$ cat src/rtl/pwred_consts.svh
`ifndef PWRED_CONSTS_SVH
`define PWRED_CONSTS_SVH

// Register offsets within the port block (low 12 address bits)
`define PWRED_OFS_POINTER     12'h804
`define PWRED_OFS_POLICE_CTRL 12'h80c
`define PWRED_OFS_QUEUE_RATE  12'h820
`define PWRED_OFS_QUEUE_BURST 12'h824
`define PWRED_OFS_MEM_THRESH  12'h830
`define PWRED_OFS_MEM_SCALE   12'h834

// Policing control bit positions
`define PWRED_BIT_ENABLE      0
`define PWRED_BIT_BLIND       1
`define PWRED_BIT_DROP_SRP    2
`define PWRED_BIT_REMAP       3
`define PWRED_BIT_MARK        4
`define PWRED_BIT_NONIP_LO    5
`define PWRED_BIT_PORT_BASED  7
`define PWRED_BIT_PTYPE_LO    8
`define PWRED_BIT_DROP_ALL    10
`define PWRED_BIT_DROP_COLOR  11
`define PWRED_CTRL_W          12
`define PWRED_CTRL_RESET      12'h020

// Pointer and split-word field positions
`define PWRED_PORT_IDX_LO     16
`define PWRED_QUEUE_PTR_LO    0
`define PWRED_HI_LO           16

// Reset values
`define PWRED_CRATE_RESET     16'h1000
`define PWRED_PRATE_RESET     16'h2000
`define PWRED_CBS_RESET       16'h1000
`define PWRED_PBS_RESET       16'h3000
`define PWRED_MAX_RESET       11'h400
`define PWRED_MIN_RESET       11'h080
`define PWRED_SCALE_RESET     11'h020

// Random generator seed, any nonzero value
`define PWRED_RAND_SEED       22'h15a5a5

`endif

$ cat src/rtl/pwred_pkg.sv
package pwred_pkg;

    // Monitor selection codes, also used as frame colour codes
    typedef enum logic [1:0] {
        PWRED_MON_DROPPED = 2'b00,
        PWRED_MON_GREEN   = 2'b01,
        PWRED_MON_YELLOW  = 2'b10,
        PWRED_MON_RED     = 2'b11
    } pwred_mon_t;

    typedef logic [10:0] pwred_level_t;

endpackage

$ cat src/rtl/pwred_if.sv
interface pwred_if;
    logic                  req;
    logic                  drop_all;
    pwred_pkg::pwred_level_t avg;
    pwred_pkg::pwred_level_t min_level;
    pwred_pkg::pwred_level_t max_level;
    pwred_pkg::pwred_level_t scale;
    logic                  done;
    logic                  drop;

    modport requester (output req, drop_all, avg, min_level, max_level, scale,
                       input done, drop);
    modport decider   (input req, drop_all, avg, min_level, max_level, scale,
                       output done, drop);
endinterface

$ cat src/rtl/pwred_drop.sv
`include "pwred_consts.svh"

module pwred_drop (
    // Clock and reset
    input  wire logic clock,
    input  wire logic reset,
    // Decision request and answer
    pwred_if.decider  dec
);

    logic [21:0] rand_q;
    logic [10:0] excess;
    logic [21:0] prob;
    logic        below;
    logic        above;
    logic        drop_d;

    // Pseudo-random source, maximal length for 22 bits
    always_ff @(posedge clock) begin
        if (reset) begin
            rand_q <= `PWRED_RAND_SEED;
        end else begin
            rand_q <= {rand_q[20:0], rand_q[21] ^ rand_q[20]};
        end
    end

    // Drop probability grows with occupancy above the minimum
    assign below  = dec.avg < dec.min_level;
    assign above  = dec.avg > dec.max_level;
    assign excess = dec.avg - dec.min_level;
    assign prob   = {11'h000, excess} * {11'h000, dec.scale};

    assign drop_d = !below && ((above && dec.drop_all) || (rand_q < prob));

    // Answer one cycle after the request
    always_ff @(posedge clock) begin
        if (reset) begin
            dec.done <= 1'b0;
            dec.drop <= 1'b0;
        end else begin
            dec.done <= dec.req;
            dec.drop <= dec.req & drop_d;
        end
    end

endmodule

$ cat src/rtl/pwred_top.sv
`include "pwred_consts.svh"

module pwred_top #(
    parameter logic [3:0] PORT_NUM = 4'h1,
    parameter int          CNT_W    = 24
) (
    // Clock and reset
    input  wire logic               clock,
    input  wire logic               reset,
    // Management register access
    input  wire logic [15:0]        reg_addr,
    input  wire logic               reg_wr,
    input  wire logic               reg_rd,
    input  wire logic [31:0]        reg_wdata,
    output logic      [31:0]        reg_rdata_q,
    output logic                    reg_ack_q,
    // Packet memory occupancy
    input  wire logic [10:0]        avg_occupancy,
    // Ingress frame request
    input  wire logic               pkt_valid,
    input  wire logic [1:0]         pkt_queue,
    input  wire logic               pkt_is_ip,
    input  wire logic               pkt_is_srp,
    input  wire logic [1:0]         pkt_dscp_color,
    input  wire logic [1:0]         pkt_remap_color,
    // Ingress frame verdict
    output logic                    pkt_done_q,
    output logic                    pkt_drop_q,
    output logic [1:0]              pkt_color_q,
    output logic                    pkt_mark_q,
    // Meter parameter lookup
    input  wire logic [2:0]         meter_port,
    input  wire logic [1:0]         meter_queue,
    output logic [15:0]             committed_rate_q,
    output logic [15:0]             peak_rate_q,
    output logic [15:0]             committed_burst_q,
    output logic [15:0]             peak_burst_q,
    // Configuration state and queue event monitor
    output logic                    police_enable_q,
    output logic                    color_blind_q,
    output logic [CNT_W-1:0]        queue_event_monitor_q
);

    logic [2:0]                   port_idx_q;
    logic [1:0]                   queue_ptr_q;
    logic [`PWRED_CTRL_W-1:0]     ctrl_q;
    logic [31:0]                  rate_mem  [0:31];
    logic [31:0]                  burst_mem [0:31];
    pwred_pkg::pwred_level_t      mem_max_q;
    pwred_pkg::pwred_level_t      mem_min_q;
    pwred_pkg::pwred_level_t      scale_q;
    logic [CNT_W-1:0]             cnt_q [0:3][0:3];
    logic [31:0]                  rdata_d;
    logic [4:0]                   sel_idx;
    logic [4:0]                   meter_idx;
    logic [1:0]                   color_d;
    logic [1:0]                   s1_color_q;
    logic [1:0]                   s1_queue_q;
    logic                         s1_srp_q;
    logic                         s1_ip_q;
    logic                         drop_now;
    pwred_pkg::pwred_mon_t        mon_sel;

    pwred_if wred ();

    // Full 16-bit address match against this port's block
    function automatic logic hit(input logic [15:0] addr, input logic [11:0] ofs);
        hit = (addr == {PORT_NUM, ofs});
    endfunction

    // Table index from port and queue
    function automatic logic [4:0] tbl_idx(input logic [2:0] port, input logic [1:0] queue);
        tbl_idx = {port, queue};
    endfunction

    assign sel_idx = tbl_idx(port_idx_q, queue_ptr_q);
    // aggregated metering uses port zero entries
    assign meter_idx = ctrl_q[`PWRED_BIT_PORT_BASED] ? tbl_idx(meter_port, meter_queue)
                                                     : tbl_idx(3'h0, meter_queue);
    assign mon_sel = pwred_pkg::pwred_mon_t'(ctrl_q[`PWRED_BIT_PTYPE_LO +: 2]);

    // Pointer register
    always_ff @(posedge clock) begin
        if (reset) begin
            port_idx_q  <= 3'h0;
            queue_ptr_q <= 2'h0;
        end else if (reg_wr && hit(reg_addr, `PWRED_OFS_POINTER)) begin
            port_idx_q  <= reg_wdata[`PWRED_PORT_IDX_LO +: 3];
            queue_ptr_q <= reg_wdata[`PWRED_QUEUE_PTR_LO +: 2];
        end
    end

    always_ff @(posedge clock) begin
        if (reset) begin
            ctrl_q <= `PWRED_CTRL_RESET;
        end else if (reg_wr && hit(reg_addr, `PWRED_OFS_POLICE_CTRL)) begin
            ctrl_q <= reg_wdata[`PWRED_CTRL_W-1:0];
        end
    end

    always_ff @(posedge clock) begin
        if (reset) begin
            for (int i = 0; i < 32; i++) begin
                rate_mem[i]  <= {`PWRED_CRATE_RESET, `PWRED_PRATE_RESET};
                burst_mem[i] <= {`PWRED_CBS_RESET, `PWRED_PBS_RESET};
            end
        end else if (reg_wr && hit(reg_addr, `PWRED_OFS_QUEUE_RATE)) begin
            rate_mem[sel_idx] <= reg_wdata;
        end else if (reg_wr && hit(reg_addr, `PWRED_OFS_QUEUE_BURST)) begin
            burst_mem[sel_idx] <= reg_wdata;
        end
    end

    always_ff @(posedge clock) begin
        if (reset) begin
            mem_max_q <= `PWRED_MAX_RESET;
            mem_min_q <= `PWRED_MIN_RESET;
        end else if (reg_wr && hit(reg_addr, `PWRED_OFS_MEM_THRESH)) begin
            mem_max_q <= reg_wdata[`PWRED_HI_LO +: 11];
            mem_min_q <= reg_wdata[10:0];
        end
    end

    always_ff @(posedge clock) begin
        if (reset) begin
            scale_q <= `PWRED_SCALE_RESET;
        end else if (reg_wr && hit(reg_addr, `PWRED_OFS_MEM_SCALE)) begin
            scale_q <= reg_wdata[`PWRED_HI_LO +: 11];
        end
    end

    // Read data mux
    // reserved bits read zero
    always_comb begin
        rdata_d = 32'h0000_0000;
        if (hit(reg_addr, `PWRED_OFS_POINTER)) begin
            rdata_d[`PWRED_PORT_IDX_LO +: 3]  = port_idx_q;
            rdata_d[`PWRED_QUEUE_PTR_LO +: 2] = queue_ptr_q;
        end else if (hit(reg_addr, `PWRED_OFS_POLICE_CTRL)) begin
            rdata_d[`PWRED_CTRL_W-1:0] = ctrl_q;
        end else if (hit(reg_addr, `PWRED_OFS_QUEUE_RATE)) begin
            rdata_d = rate_mem[sel_idx];
        end else if (hit(reg_addr, `PWRED_OFS_QUEUE_BURST)) begin
            rdata_d = burst_mem[sel_idx];
        end else if (hit(reg_addr, `PWRED_OFS_MEM_THRESH)) begin
            rdata_d[`PWRED_HI_LO +: 11] = mem_max_q;
            rdata_d[10:0]               = mem_min_q;
        end else if (hit(reg_addr, `PWRED_OFS_MEM_SCALE)) begin
            rdata_d[`PWRED_HI_LO +: 11] = scale_q;
            rdata_d[10:0]               = avg_occupancy;
        end
    end

    // Register answer, one cycle after the access
    always_ff @(posedge clock) begin
        if (reset) begin
            reg_rdata_q <= 32'h0000_0000;
            reg_ack_q   <= 1'b0;
        end else begin
            reg_ack_q <= reg_rd | reg_wr;
            if (reg_rd) begin
                reg_rdata_q <= rdata_d;
            end
        end
    end

    // Ingress colour ahead of the meter
    always_comb begin
        color_d = pkt_dscp_color;
        if (ctrl_q[`PWRED_BIT_BLIND]) begin
            color_d = pwred_pkg::PWRED_MON_GREEN;
        end else if (!pkt_is_ip) begin
            color_d = ctrl_q[`PWRED_BIT_NONIP_LO +: 2];
        end else if (ctrl_q[`PWRED_BIT_REMAP]) begin
            color_d = pkt_remap_color;
        end
    end

    // Decision request to the drop unit
    assign wred.req       = pkt_valid;
    assign wred.drop_all  = ctrl_q[`PWRED_BIT_DROP_ALL];
    assign wred.avg       = avg_occupancy;
    assign wred.min_level = mem_min_q;
    assign wred.max_level = mem_max_q;
    assign wred.scale     = scale_q;

    pwred_drop u_drop (
        .clock (clock),
        .reset (reset),
        .dec   (wred.decider)
    );

    // Frame details held while the decision is made
    always_ff @(posedge clock) begin
        if (reset) begin
            s1_color_q <= 2'h0;
            s1_queue_q <= 2'h0;
            s1_srp_q   <= 1'b0;
            s1_ip_q    <= 1'b0;
        end else if (pkt_valid) begin
            s1_color_q <= color_d;
            s1_queue_q <= pkt_queue;
            s1_srp_q   <= pkt_is_srp;
            s1_ip_q    <= pkt_is_ip;
        end
    end

    assign drop_now = wred.drop && ctrl_q[`PWRED_BIT_ENABLE] &&
                      (!s1_srp_q || ctrl_q[`PWRED_BIT_DROP_SRP]);

    // Verdict outputs
    always_ff @(posedge clock) begin
        if (reset) begin
            pkt_done_q  <= 1'b0;
            pkt_drop_q  <= 1'b0;
            pkt_color_q <= 2'h0;
            pkt_mark_q  <= 1'b0;
        end else begin
            pkt_done_q  <= wred.done;
            pkt_drop_q  <= wred.done & drop_now;
            pkt_color_q <= s1_color_q;
            pkt_mark_q  <= wred.done & s1_ip_q & ctrl_q[`PWRED_BIT_ENABLE] &
                           ctrl_q[`PWRED_BIT_MARK];
        end
    end

    // event counters, colour count gated by dropped-only mode
    always_ff @(posedge clock) begin
        if (reset) begin
            for (int q = 0; q < 4; q++) begin
                for (int t = 0; t < 4; t++) begin
                    cnt_q[q][t] <= '0;
                end
            end
        end else if (wred.done) begin
            if (drop_now) begin
                cnt_q[s1_queue_q][pwred_pkg::PWRED_MON_DROPPED] <=
                    cnt_q[s1_queue_q][pwred_pkg::PWRED_MON_DROPPED] + 1'b1;
            end
            if (s1_color_q != pwred_pkg::PWRED_MON_DROPPED &&
                (drop_now || !ctrl_q[`PWRED_BIT_DROP_COLOR])) begin
                cnt_q[s1_queue_q][s1_color_q] <= cnt_q[s1_queue_q][s1_color_q] + 1'b1;
            end
        end
    end

    // monitor output for the pointed queue
    always_ff @(posedge clock) begin
        if (reset) begin
            queue_event_monitor_q <= '0;
        end else begin
            queue_event_monitor_q <= cnt_q[queue_ptr_q][mon_sel];
        end
    end

    // Meter parameters and configuration state
    always_ff @(posedge clock) begin
        if (reset) begin
            committed_rate_q  <= `PWRED_CRATE_RESET;
            peak_rate_q       <= `PWRED_PRATE_RESET;
            committed_burst_q <= `PWRED_CBS_RESET;
            peak_burst_q      <= `PWRED_PBS_RESET;
            police_enable_q   <= 1'b0;
            color_blind_q     <= 1'b0;
        end else begin
            committed_rate_q  <= rate_mem[meter_idx][`PWRED_HI_LO +: 16];
            peak_rate_q       <= rate_mem[meter_idx][15:0];
            committed_burst_q <= burst_mem[meter_idx][`PWRED_HI_LO +: 16];
            peak_burst_q      <= burst_mem[meter_idx][15:0];
            police_enable_q   <= ctrl_q[`PWRED_BIT_ENABLE];
            color_blind_q     <= ctrl_q[`PWRED_BIT_BLIND];
        end
    end

endmodule

$ cat config.mk
export PLATFORM = sky130hd
export DESIGN_NAME = pwred_top
export DESIGN_NICKNAME = d
export VERILOG_FILES = /design/src/rtl/pwred_pkg.sv /design/src/rtl/pwred_if.sv /design/src/rtl/pwred_drop.sv /design/src/rtl/pwred_top.sv
export VERILOG_INCLUDE_DIRS = /design/src /design/src/rtl
export SDC_FILE = /design/constraint.sdc
export NUM_CORES = 2
export LEC_CHECK = 0
export BUFFER_PORTS_ARGS = -buffer_cell sky130_fd_sc_hd__buf_4
export CORE_MARGIN = 1
export CORE_UTILIZATION = 60
export CTS_CLUSTER_SIZE = 40
export DETAILED_ROUTE_END_ITERATION = 7
export PLACE_DENSITY_LB_ADDON = 0.08
export SLEW_MARGIN = 15
export SYNTH_ARGS = -nofsm -noshare
export SYNTH_HDL_FRONTEND = slang
export SYNTH_SLANG_ARGS = --single-unit
$ cat constraint.sdc
create_clock -name clock -period 18.8 [get_ports clock]
set_input_delay 2.82 -clock clock [delete_from_list [all_inputs] [get_ports clock]]
set_output_delay 2.82 -clock clock [all_outputs]
set_load 0.005 [all_outputs]
==> run metrics <==
Die X between 400 and 500 um; path type of the worst min-delay path reg2reg; vias in the first global route around 92000; DR iter-0 viols around 15000; Area Overhead vs Synth 9.36%; Syn Area/Cell 14.3 um^2; synthesis warning total 0; mapped cell area about 0.14 mm^2; post-synthesis sequential area ratio roughly 55%; GPL Wtd Cong just under 0.9; final worst path period share 54.9%; post-detailed-route wirelength per cell between 30 and 40 um; power density over the cells 86.8 mW/mm^2; clk root buf clkbuf_16; crit-path max FO 11; PostCTS Resize Cnt 0; starting density of the core ~61%; CTS tree yes; GRT overflow 0; # clock sinks between 2000 and 3000; HPWL Detailed roughly 270000 um; maximum clock frequency just under 0.1 GHz; worst clock skew about 0.063 ns; Row Count between 150 and 200; critical path arrival 11.18 ns; clk buf depth 4; Worst-Skew Late Latency between 0.9 and 1 ns; die height roughly 490 um; Tot Pwr between 10 and 15 mW; largest area contributor in the netlist edfxtp_1; minimum clock period 10.31 ns; post-synth top area share 51.7%; GR Util met3 a little under an eighth; count leader, synth edfxtp_1; Post-synth EDFFs around 2400; final worst slack between 8 and 9 ns; vias per inst between 7 and 8; top-level port count 205; RSZ-0062 raised after global routing no; Peak VDD IR between 0.07 and 0.08 mV; DP Worst Slack about 7.6 ns; share of synthesized registers carrying an async set or reset 0%; Pleak ~53 nW; Slew @ Worst Pin between 1 and 1.5 ns; CP max stage delay between 0.8 and 0.9 ns; Vias roughly 90000; Setup TNS 0 ns; CP required 19.67 ns; Antenna Violating Nets Remaining 0; relative slew slack about a tenth; Final Slew Violations 0; global-route wire length before repair around 660000 um; # setup viols final 0; share of cells above drive strength 1 24.8%; drt first pass iters 7; Most Crowded Layer GR met2; layout net count between 9000 and 10000; Critical Path Source Type primary input; # hold bufs at CTS 0; total CTS buffers 300; top cells by area, synth edfxtp_1 (52%), mux4_2 (21%), and2_1 (8.7%), dfxtp_1 (3.0%), clkbuf_1 (2.2%); Final Hold Vio Count 0; largest net degree at the start of global routing 128; Setup Fix Bufs, Post-CTS 0; post-synthesis cell type count 78; Worst Path Class, Setup in2reg; buffers added on ports about 200; Filler cells 16400; Total Wirelength 469000 um; most used cell, CP a21oi_1; max-cap violations 0; dominant synthesized flop cell edfxtp_1; gr usage total between 30% and 40%; CTS H-tree lvls 5; top post-synthesis cells by count edfxtp_1 (2432), and2_1 (1964), mux4_2 (1345); status finished clean; Syn Nets around 10000; met1 GRT Util 53.2%; DRC 0; area of the core ~0.23 mm^2; post-synthesis register bit count 2647; Clock transition at path regs about 0.060 ns; antenna violations before repair 46; Synth Instances 9890; total die area 0.237 mm^2; Critical-path top delay cell xor2_1; CP Capture Type flop; met2 Track Usage GR around three fifths
[path summary, 6_finish.rpt]
check | start | slack, ns | depth (start not counted) | endpoint
worst max-delay path | avg_occupancy[0] | 8.49 | 36 | u_drop.dec.drop$_SDFF_PP0_
worst min-delay path | u_drop.rand_q[9]$_SDFF_PP0_ | 0.46 | 1 | u_drop.rand_q[10]$_SDFF_PP1_
worst max register to register | mem_min_q[0]$_SDFFE_PP0P_ | 10.16 | 34 | u_drop.dec.drop$_SDFF_PP0_
worst min register to register | u_drop.rand_q[9]$_SDFF_PP0_ | 0.46 | 1 | u_drop.rand_q[10]$_SDFF_PP1_
[metal layers]
| layer | wire length [um] | vias to the layer above |
|---|---|---|
| met3 | 68500 | 1377 |
| met4 | 27400 | 16 |
| li1 | - | 36500 |
| met2 | 213000 | 7546 |
| met1 | 159000 | 47000 |
| met5 | 590 | - |
[area by class of cell]
type                    instances  area [um^2]  area share, %
clock buffers                 398         8230           5.33
multi-input cells            6090        59600           38.6
well taps                    3132         3920           2.54
flip-flops and latches       2647        77400           50.1
repair buffers                489         3830           2.48
inverters                     134          503          0.326
clock inverters               128          952          0.617
diodes                         16         40.0         0.0259
[report_power, final]
part | switching [mW] | total [mW] | internal (mW)
clock network | 2.39 | 5.65 | 3.26
registers | 0.120 | 6.76 | 6.64
logic | 0.608 | 0.985 | 0.377
total | 3.12 | 13.4 | 10.3
[cell families after synthesis]
group | synth area share (%)
AOI/OAI and AO/OA | 1.62
xor gates and xnor gates | 0.443
muxes | 22.4
DFF | 54.8
and+or+nand+nor | 15.4
buffers and inverters | 3.28
adders and majority gates | 2.09
[worst max-delay path, delay by kind of cell]
family | cells | cell delay [ns]
fa+ha+maj | 9 | 3.68
xor+xnor | 2 | 1.07
buf+inv | 6 | 0.40
compound gates | 17 | 2.98
simple gates | 2 | 0.24
[registers in the layout, summed over array words and instances, names as in the netlist, 22 cells and up, named ones only]
register and count:
cnt_q 384, rate_mem 1024, burst_mem 1024, reg_rdata_q 32, u_drop.rand_q 22, queue_event_monitor_q 24
[through the flow]
stage	cell area (um^2)	hold slack (ns)	cells	util, %
after global routing	154000	0.477	13000	66.2
after CTS	154000	0.452	13000	66.2
after floorplan	141000	0.421	9890	-
final	154000	0.458	13000	66.2
after global placement	145000	0.434	12500	62.2
after detailed placement	145000	0.442	12500	62.2
[layout by cell type (no fill, tap or decap), drive strengths merged, types with 17 or more instances in the layout]
cell    instances
mux2i          71
nand4          24
buf           489
xnor2          36
clkinv        107
nor2b          63
and3           18
edfxtp       2432
nand2b         27
nand3         424
fa             81
o21ai          32
or2            77
inv           140
a221oi         17
nor2          517
dfxtp         215
a211oi         17
a22oi          31
a22o           26
nand2         728
a21oi         145
ha            106
and2         1964
or3           163
clkbuf        398
mux4         1363
xor2           32
Note: power is estimated with default switching activity, not from simulation.
